[src/hw/sadc_pkg.sv]
// Purpose: Shared constants and types for the converter sequencer control
// Assumes: 50 MHz system clock, one domain
// Notes: Analog core outside; it reports raw results with a done pulse
package sadc_pkg;
	localparam int SADC_NUM_INPUTS = 9;
	localparam int SADC_NUM_SH = 4;
	localparam int SADC_NUM_BUFS = 16;
	localparam int SADC_RES10 = 10;
	localparam int SADC_RES12 = 12;
	localparam int SADC_DATA_W = 16;
	localparam logic [1:0] SADC_FMT_INT = 2'h0;
	localparam logic [1:0] SADC_FMT_SINT = 2'h1;
	localparam logic [1:0] SADC_FMT_FRAC = 2'h2;
	localparam logic [1:0] SADC_FMT_SFRAC = 2'h3;
	localparam logic [2:0] SADC_TRIG_SW = 3'h0;
	localparam logic [2:0] SADC_TRIG_EXT = 3'h1;
	localparam logic [2:0] SADC_TRIG_TMR_A = 3'h2;
	localparam logic [2:0] SADC_TRIG_PWM_A = 3'h3;
	localparam logic [2:0] SADC_TRIG_TMR_B = 3'h4;
	localparam logic [2:0] SADC_TRIG_PWM_B = 3'h5;
	localparam logic [2:0] SADC_TRIG_RSVD = 3'h6;
	localparam logic [2:0] SADC_TRIG_AUTO = 3'h7;
	localparam logic [4:0] SADC_AUTO_SAMPLE_CYC = 5'h1f;

	typedef enum logic [1:0] {
		SADC_IDLE,
		SADC_SAMPLE,
		SADC_CONVERT
	} sadc_state_e;

	typedef struct packed {
		logic module_on;
		logic resolution_select;
		logic dma_present;
		logic dma_build_order;
		logic scan_enable;
		logic auto_sample;
		logic [1:0] result_format;
		logic [2:0] trigger_source;
		logic [3:0] samples_per_event;
		logic [1:0] sh_count;
		logic [3:0] fixed_input;
		logic [15:0] scan_select;
		logic [3:0] dma_buf_log2;
	} sadc_cfg_s;

	typedef struct packed {
		logic [SADC_DATA_W-1:0] data;
		logic [3:0] index;
		logic [10:0] dma_addr;
	} sadc_result_s;
endpackage

[src/hw/sadc_ctrl.sv]
// Purpose: Sample/convert sequencing, result buffering and event flags
// Assumes: Analog core converts on conv_start_o and pulses core_done_i
// Notes: Configuration is plain ports; software strobes are one-cycle pulses
// Function
// - Ten-bit mode by default with one, two or four holds set by sh_count; twelve-bit single-hold when selected.
// - Ten-bit samples up to four inputs together; twelve-bit samples one.
// - Up to nine analog inputs plus two shareable reference inputs.
// - Each event flag set issues one DMA request.
// - Samples-per-event count sets DMA pointer increment spacing.
// - Build order gives buffer pointer as address, sequential without DMA, held at zero with DMA; otherwise input-indexed scatter/gather address.
// - Samples-per-event count decides when the event flag sets.
// - Scan list restarts from first selected input at each event.
// - Without DMA, sixteen sequential buffers, pointer reset at each event.
// - With DMA, one buffer overwritten by each conversion; reader must keep up.
// - Done flag clears at conversion start, sets at completion, holds meanwhile.
// - Pin reads digital only when both converters' configuration bits are one.
// - Result format selects integer, signed, fractional or signed fractional layouts.
// - Trigger source selects what ends sampling; code six is reserved.
// - Auto sample restarts sampling after conversion; else software sets sample.
// - Software may clear done but not set it; no effect on conversion.
module sadc_ctrl (
	input wire logic sys_clk_i,
	input wire logic arst_n_i,
	input wire sadc_pkg::sadc_cfg_s cfg_i,
	input wire logic sample_set_i,
	input wire logic sample_clr_i,
	input wire logic done_clr_i,
	input wire logic event_clr_i,
	input wire logic ext_trig_pin_i,
	input wire logic tmr_a_i,
	input wire logic tmr_b_i,
	input wire logic pwm_a_i,
	input wire logic pwm_b_i,
	input wire logic core_done_i,
	input wire logic [11:0] core_raw_i,
	input wire logic [3:0] buf_rd_idx_i,
	input wire logic [8:0] pin_cfg_self_i,
	input wire logic [8:0] pin_cfg_other_i,
	output logic [8:0] digital_en_o,
	output logic conv_start_o,
	output logic [3:0] sh_enable_o,
	output logic [3:0] input_sel_o,
	output logic sample_control_o,
	output logic done_o,
	output logic conversion_event_flag_o,
	output logic dma_req_o,
	output sadc_pkg::sadc_result_s result_o,
	output logic [sadc_pkg::SADC_DATA_W-1:0] buf_rd_data_o
);
	import sadc_pkg::*;

	// ==========================================
	// Scan helpers
	// ==========================================
	function automatic logic [3:0] next_sel(input logic [15:0] mask, input logic [3:0] from,
		input logic first);
		logic [3:0] r;
		logic hit;
		r = 4'h0;
		hit = 1'b0;
		for (int k = 0; k < SADC_NUM_INPUTS; k++) begin
			if (!hit && mask[k] && (first || k > int'(from))) begin
				r = 4'(k);
				hit = 1'b1;
			end
		end
		if (!hit) begin
			for (int k = SADC_NUM_INPUTS - 1; k >= 0; k--) begin
				if (mask[k]) begin
					r = 4'(k);
				end
			end
		end
		return r;
	endfunction

	// ==========================================
	// Pin digital enable
	// ==========================================
	assign digital_en_o = pin_cfg_self_i & pin_cfg_other_i;

	// ==========================================
	// Trigger pins synchronised
	// ==========================================
	logic [4:0] trg_meta_reg, trg_sync_reg, trg_last_reg;
	logic [4:0] trg_rise;
	always_ff @(posedge sys_clk_i or negedge arst_n_i) begin
		if (!arst_n_i) begin
			trg_meta_reg <= 5'h00;
			trg_sync_reg <= 5'h00;
			trg_last_reg <= 5'h00;
		end else begin
			trg_meta_reg <= {pwm_b_i, pwm_a_i, tmr_b_i, tmr_a_i, ext_trig_pin_i};
			trg_sync_reg <= trg_meta_reg;
			trg_last_reg <= trg_sync_reg;
		end
	end
	assign trg_rise = trg_sync_reg & ~trg_last_reg;

	// ==========================================
	// Sequencer
	// ==========================================
	sadc_state_e state_reg, state_next;
	logic done_reg, done_next;
	logic sample_control_reg, sample_control_next;
	logic evt_reg, evt_next;
	logic dma_req_reg, dma_req_next;
	logic [3:0] cnt_reg, cnt_next;
	logic [3:0] ptr_reg, ptr_next;
	logic [3:0] sel_reg, sel_next;
	logic [4:0] auto_reg, auto_next;
	logic [10:0] dma_ptr_reg, dma_ptr_next;
	sadc_result_s res_reg, res_next;
	logic [SADC_DATA_W-1:0] bufs_reg [SADC_NUM_BUFS];
	logic [SADC_DATA_W-1:0] fmt_data;
	logic end_sample;
	logic event_hit;

	sadc_format u_format (
		.raw_i(core_raw_i),
		.wide_i(cfg_i.resolution_select),
		.format_i(cfg_i.result_format),
		.data_o(fmt_data)
	);

	always_comb begin
		end_sample = 1'b0;
		case (cfg_i.trigger_source)
			SADC_TRIG_SW: end_sample = sample_clr_i;
			SADC_TRIG_EXT: end_sample = trg_rise[0];
			SADC_TRIG_TMR_A: end_sample = trg_rise[1];
			SADC_TRIG_TMR_B: end_sample = trg_rise[2];
			SADC_TRIG_PWM_A: end_sample = trg_rise[3];
			SADC_TRIG_PWM_B: end_sample = trg_rise[4];
			SADC_TRIG_AUTO: end_sample = (auto_reg == SADC_AUTO_SAMPLE_CYC);
			default: end_sample = 1'b0;
		endcase
	end

	assign event_hit = core_done_i && (cnt_reg == cfg_i.samples_per_event);

	always_comb begin
		state_next = state_reg;
		done_next = done_reg;
		sample_control_next = sample_control_reg;
		evt_next = evt_reg;
		dma_req_next = 1'b0;
		cnt_next = cnt_reg;
		ptr_next = ptr_reg;
		sel_next = sel_reg;
		auto_next = auto_reg;
		dma_ptr_next = dma_ptr_reg;
		res_next = res_reg;
		if (done_clr_i) begin
			done_next = 1'b0;
		end
		if (event_clr_i) begin
			evt_next = 1'b0;
		end
		if (!cfg_i.module_on) begin
			state_next = SADC_IDLE;
			sample_control_next = 1'b0;
			cnt_next = 4'h0;
			ptr_next = 4'h0;
			auto_next = 5'h00;
			sel_next = next_sel(cfg_i.scan_select, 4'h0, 1'b1);
		end else begin
			case (state_reg)
				SADC_IDLE: begin
					if (sample_set_i || cfg_i.auto_sample) begin
						state_next = SADC_SAMPLE;
						sample_control_next = 1'b1;
						auto_next = 5'h00;
					end
				end
				SADC_SAMPLE: begin
					auto_next = auto_reg + 5'h01;
					if (end_sample) begin
						state_next = SADC_CONVERT;
						sample_control_next = 1'b0;
						done_next = 1'b0;
					end
				end
				default: begin
					if (core_done_i) begin
						done_next = 1'b1;
						res_next.data = fmt_data;
						res_next.index = cfg_i.scan_enable ? sel_reg : cfg_i.fixed_input;
						if (cfg_i.dma_build_order) begin
							res_next.dma_addr = {7'h00, ptr_reg};
						end else begin
							res_next.dma_addr = 11'(({7'h00, res_next.index} << cfg_i.dma_buf_log2)
								+ dma_ptr_reg);
						end
						if (!cfg_i.dma_present) begin
							ptr_next = event_hit ? 4'h0 : ptr_reg + 4'h1;
						end
						sel_next = next_sel(cfg_i.scan_select, sel_reg, event_hit);
						if (event_hit) begin
							cnt_next = 4'h0;
							evt_next = 1'b1;
							dma_req_next = cfg_i.dma_present;
							dma_ptr_next = dma_ptr_reg + 11'h001;
						end else begin
							cnt_next = cnt_reg + 4'h1;
						end
						state_next = cfg_i.auto_sample ? SADC_SAMPLE : SADC_IDLE;
						sample_control_next = cfg_i.auto_sample;
						auto_next = 5'h00;
					end
				end
			endcase
		end
	end

	always_ff @(posedge sys_clk_i or negedge arst_n_i) begin
		if (!arst_n_i) begin
			state_reg <= SADC_IDLE;
			done_reg <= 1'b0;
			sample_control_reg <= 1'b0;
			evt_reg <= 1'b0;
			dma_req_reg <= 1'b0;
			cnt_reg <= 4'h0;
			ptr_reg <= 4'h0;
			sel_reg <= 4'h0;
			auto_reg <= 5'h00;
			dma_ptr_reg <= 11'h000;
			res_reg <= '0;
		end else begin
			state_reg <= state_next;
			done_reg <= done_next;
			sample_control_reg <= sample_control_next;
			evt_reg <= evt_next;
			dma_req_reg <= dma_req_next;
			cnt_reg <= cnt_next;
			ptr_reg <= ptr_next;
			sel_reg <= sel_next;
			auto_reg <= auto_next;
			dma_ptr_reg <= dma_ptr_next;
			res_reg <= res_next;
		end
	end

	// Sixteen-entry store only used without DMA; with DMA entry 0 is overwritten
	always_ff @(posedge sys_clk_i) begin
		if (state_reg == SADC_CONVERT && core_done_i && cfg_i.module_on) begin
			bufs_reg[cfg_i.dma_present ? 4'h0 : ptr_reg] <= fmt_data;
		end
	end

	// ==========================================
	// Outputs
	// ==========================================
	assign conv_start_o = (state_reg == SADC_SAMPLE) && end_sample && cfg_i.module_on;
	// Twelve-bit mode forces a single hold amplifier
	assign sh_enable_o = cfg_i.resolution_select ? 4'h1 :
		(cfg_i.sh_count == 2'h0 ? 4'h1 : (cfg_i.sh_count == 2'h1 ? 4'h3 : 4'hf));
	assign input_sel_o = cfg_i.scan_enable ? sel_reg : cfg_i.fixed_input;
	assign sample_control_o = sample_control_reg;
	assign done_o = done_reg;
	assign conversion_event_flag_o = evt_reg;
	assign dma_req_o = dma_req_reg;
	assign result_o = res_reg;
	assign buf_rd_data_o = bufs_reg[cfg_i.dma_present ? 4'h0 : buf_rd_idx_i];
endmodule // sadc_ctrl

[src/hw/sadc_format.sv]
// Purpose: Encodes a raw conversion into the selected output layout
// Assumes: Raw data right aligned
// Notes: Purely combinational
module sadc_format (
	input wire logic [11:0] raw_i,
	input wire logic wide_i,
	input wire logic [1:0] format_i,
	output logic [sadc_pkg::SADC_DATA_W-1:0] data_o
);
	import sadc_pkg::*;
	logic [11:0] v;
	logic s;
	always_comb begin
		v = wide_i ? raw_i : {2'h0, raw_i[9:0]};
		s = wide_i ? ~raw_i[11] : ~raw_i[9];
		data_o = 16'h0000;
		case (format_i)
			SADC_FMT_SFRAC: data_o = wide_i ? {s, raw_i[10:0], 4'h0} : {s, raw_i[8:0], 6'h00};
			SADC_FMT_FRAC: data_o = wide_i ? {raw_i, 4'h0} : {raw_i[9:0], 6'h00};
			SADC_FMT_SINT: data_o = wide_i ? {{5{s}}, raw_i[10:0]} : {{7{s}}, raw_i[8:0]};
			default: data_o = {4'h0, v};
		endcase
	end
endmodule // sadc_format

[config.mk]
export PLATFORM = sky130hd
export DESIGN_NAME = sadc_ctrl
export DESIGN_NICKNAME = d
export VERILOG_FILES = /design/src/hw/sadc_pkg.sv /design/src/hw/sadc_ctrl.sv /design/src/hw/sadc_format.sv
export SDC_FILE = /design/constraint.sdc
export NUM_CORES = 1
export LEC_CHECK = 0
export BUFFER_PORTS_ARGS = -buffer_cell sky130_fd_sc_hd__clkbuf_2
export CAP_MARGIN = 20
export CORE_MARGIN = 3
export CORE_UTILIZATION = 43
export DETAILED_ROUTE_END_ITERATION = 8
export GPL_TIMING_DRIVEN = 0
export PLACE_DENSITY = 0.59
export SYNTH_ARGS = -nofsm -noshare
export SYNTH_HDL_FRONTEND = slang
export SYNTH_SLANG_ARGS = --single-unit
[constraint.sdc]
create_clock -name sys_clk_i -period 4.78 [get_ports sys_clk_i]
set_input_delay 0.717 -clock sys_clk_i [delete_from_list [all_inputs] [get_ports sys_clk_i]]
set_output_delay 0.717 -clock sys_clk_i [all_outputs]
set_load 0.02 [all_outputs]
==> impl_metrics.csv <==
group,metric,value,unit
status,status,"finished, final reports clean",
route,drtPass1Iterations,5,
timing,clock.fmax,0.238,GHz
critical_path,startpoint_type,"primary input",
timing,drv_slew,0,
cells_and_area,nFillCells,2926,
global_route,grt_pass1_vias,9991,
cells_and_area,area_growth,18.8,%
critical_path,path_cells,"clkbuf_2 -> buf_1 -> clkbuf_1 -> buf_1 -> a22oi_1 -> a21oi_1 -> a32o_1 -> clkbuf_2",
clock_tree,root_buffer,"clkbuf_16",
die,rows,67,
route,drt_iter0_drc,817,
cells_and_area,nNetsFinal,1438,
timing,fin_crit_sh,87.8,%
critical_path,worst_setup_path_end_kind,"output pin",
synthesis,ys_ff_latch,335,
placement,place_inst,1744,
flow_run,maxCapViolCount,0,
clock_tree,clk_pin_slew,0.06,ns
synthesis,synth_cells,1136,
die,io_pins,156,
timing,rsz0062_at_grt,"no",
cells_and_area,fin_cells,1811,
timing,whs,0.204,ns
clock_tree,cts_tree,"built",
die,start_util,44.0,%
cells_and_area,diodes,0,
placement,globalplace.congestion,0.908,
synthesis,synth_edf_count,256,
placement,port_buffers,138,
die,fp.dieW,192,um
placement,dpl_cell_area,0.0165,mm2
global_route,grt_max_degree,47,
synthesis,syn_area_per_cell,13.1,um2
route,vias,10099,
route,avgRoutedWirePerCell,21.4,um
timing,worst_pin_slew,1.01,ns
timing,setup_viol,0,
timing,slew_headroom,32.5,%
global_route,overflow,0,
critical_path,worstReg2RegStart,"sel_reg[1]",
global_route,grtUsageTotal,21.1,%
route,via_per_inst,5.58,
route,drcViolationCount,0,
clock_tree,cts.hold.buffers_added,0,
critical_path,required,4.06,ns
critical_path,path_class,"primary input to output pin",
synthesis,ys_types,65,
clock_tree,cts_setup_buffers,0,
global_route,grt_first_pass_wirelength,58800,um
synthesis,yosysWarnings,0,
clock_tree,clk_latency,0.51,ns
placement,dp_hpwl,27500,um
cells_and_area,final_cell_area,0.0177,mm2
power_and_ir_drop,irDropWorstVdd,0.212,mV
clock_tree,cts_made_buffers,37,
route,wirelength,38800,um
global_route,antenna_found_initial,0,
critical_path,cp_top_family,"buffers and inverters",
cells_and_area,drive_gt1_share,24.4,%
timing,fin_crit,4.20,ns
die,die_area,0.0368,mm2
critical_path,crit_fanout,10,
power_and_ir_drop,p_leak,6.71,nW
clock_tree,cts_resized,0,
critical_path,critPathSlowestCell,"clkbuf_1",
clock_tree,clk_path_buf_depth,3,
synthesis,netlist_area,0.0149,mm2
critical_path,worst_ep_arrival_time,3.48,ns
min_path,hold_path.class,"primary input to async pin",
cells_and_area,postLayoutCoreUtil,52.3,%
die,core,0.0338,mm2
power_and_ir_drop,powerDensity,383,mW/mm2
critical_path,r2r_cells,14,
timing,tns,0,ns
synthesis,synth-main-ff-cell,"edfxtp_1",
timing,fin_skew,0.0186,ns
synthesis,yosysSeqAreaShare,65.0,%
timing,hold_viol,0,
critical_path,ff2ff_setup_slack,1.24,ns
critical_path,max_stage_delay,0.68,ns
die,die_height,192,um
clock_tree,cts_max_level,2,
route,postRouteAntennaNets,0,
critical_path,worst-path-buf-inv,5,
synthesis,async_flop_share,23.6,%
critical_path,r2r-end,"result_o[9]",
synthesis,syn_nets,1239,
clock_tree,cts.sinks,335,
cells_and_area,largest_reg_flops,256,
-- layer usage --
| layer | vias up | global-route usage [%] | wire [um] |
|---|---|---|---|
| met5 | - | 0 | 0 |
| met4 | 0 | 6.10 | 1050 |
| met3 | 67 | 4.42 | 2710 |
| met2 | 346 | 35.1 | 18800 |
| met1 | 5003 | 28.1 | 16300 |
| li1 | 4683 | - | - |
-- placed cells by master, fill, tap and decap left out, types with 6 or more instances in the layout --
| cell type | count |
|---|---|
| edfxtp_1 | 256 |
| clkbuf_2 | 137 |
| a21oi_1 | 92 |
| o21ai_0 | 85 |
| nand2_1 | 82 |
| dfrtp_1 | 79 |
| mux2_2 | 78 |
| clkbuf_1 | 55 |
| nor2_1 | 48 |
| mux2i_1 | 44 |
| clkbuf_16 | 39 |
| inv_1 | 20 |
| nand3_1 | 20 |
| a32o_1 | 19 |
| a221oi_1 | 18 |
| a22oi_1 | 17 |
| nor3_1 | 16 |
| and2_1 | 16 |
| buf_8 | 16 |
| ha_1 | 15 |
| nor2b_1 | 14 |
| nor2_2 | 14 |
| xnor2_1 | 14 |
| buf_1 | 12 |
| nand2b_1 | 9 |
| clkinv_1 | 9 |
| and3_1 | 8 |
| buf_4 | 7 |
| a22o_1 | 7 |
| or3_1 | 6 |
| xor2_1 | 6 |
-- worst max-delay path by stage --
stage	slack, ns	cells after the start	start	endpoint
after floorplan	1.16	15	cfg_i[36]	result_o[9]
after global routing	0.46	8	buf_rd_idx_i[0]	buf_rd_data_o[8]
after CTS	0.61	8	buf_rd_idx_i[0]	buf_rd_data_o[6]
final	0.58	8	buf_rd_idx_i[0]	buf_rd_data_o[5]
after global placement	0.62	8	buf_rd_idx_i[0]	buf_rd_data_o[5]
after detailed placement	0.63	8	buf_rd_idx_i[0]	buf_rd_data_o[6]
-- cell type report --
| class | instances | area, um2 | area share, % |
|---|---|---|---|
| multi-input cells | 712 | 4890 | 27.7 |
| repair buffers | 160 | 1000 | 5.68 |
| well taps | 448 | 561 | 3.18 |
| flip-flops and latches | 335 | 9660 | 54.7 |
| plain buffers | 69 | 303 | 1.72 |
| inverters | 20 | 75.1 | 0.425 |
| clock inverters | 16 | 104 | 0.588 |
| clock buffers | 51 | 1050 | 5.95 |
-- cells by family after synthesis --
logic type                 count (synthesis)  synth area share, %
buffers and inverters                     89                 2.54
and+or+nand+nor                          259                 8.33
muxes                                    124                 9.18
adders and majority gates                 16                 1.40
xor gates and xnor gates                  20                 1.18
DFF                                      335                 65.0
AOI/OAI and AO/OA                        292                 12.3
other                                      1               0.0252
-- cell usage after synthesis (4+ instances only) --
library cell / n / area, um2
edfxtp_1: 256 / 7690
a21oi_1: 96 / 480
o21ai_0: 89 / 445
nand2_1: 82 / 308
dfrtp_1: 79 / 1980
mux2_2: 78 / 878
nor2_1: 62 / 233
clkbuf_1: 46 / 173
mux2i_1: 44 / 440
inv_1: 20 / 75.1
nand3_1: 20 / 100
a32o_1: 19 / 190
a221oi_1: 18 / 158
a22oi_1: 17 / 128
nor2b_1: 17 / 106
and2_1: 16 / 100
nor3_1: 16 / 80.1
ha_1: 15 / 188
xnor2_1: 14 / 123
buf_1: 12 / 45.0
nand2b_1: 9 / 56.3
and3_1: 8 / 50.1
a22o_1: 7 / 61.3
or3_1: 6 / 37.5
xor2_1: 6 / 52.6
a21boi_0: 5 / 37.5
nor3b_1: 5 / 37.5
o21a_1: 5 / 37.5
o31ai_1: 5 / 37.5
a31oi_1: 4 / 25.0
buf_2: 4 / 20.0
nand3b_1: 4 / 30.0
nor4_1: 4 / 25.0
o211ai_1: 4 / 30.0
-- report_power, final --
group	switching, mW	total, mW	leakage [nW]	internal (mW)
clock	1.10	2.69	0.567	1.59
sequential	0.0518	3.29	3.30	3.24
combinational	0.512	0.780	2.85	0.268
-- worst reg2reg max path, cell delays in order (launching register included) --
cell and delay (ns):
dfrtp_1 0.50, mux2i_1 0.22, inv_1 0.11, nor2_1 0.05, a211o_1 0.32, or3_1 0.38, inv_1 0.08, ha_1 0.22
a21o_1 0.17, a21oi_1 0.20, nor2b_1 0.10, o41ai_1 0.50, o21ai_0 0.21, xor2_1 0.18, a22o_1 0.18
-- through the flow --
| stage | worst slack [ns] | power, mW |
|---|---|---|
| global route | 0.459 | 7.02 |
| finish | 0.584 | 6.76 |
| CTS | 0.614 | 6.83 |
| floorplan | 1.16 | 3.79 |
| detailed placement | 0.630 | 4.13 |
| global placement | 0.621 | 4.11 |
No activity file was read; power rests on OpenSTA's default activity.
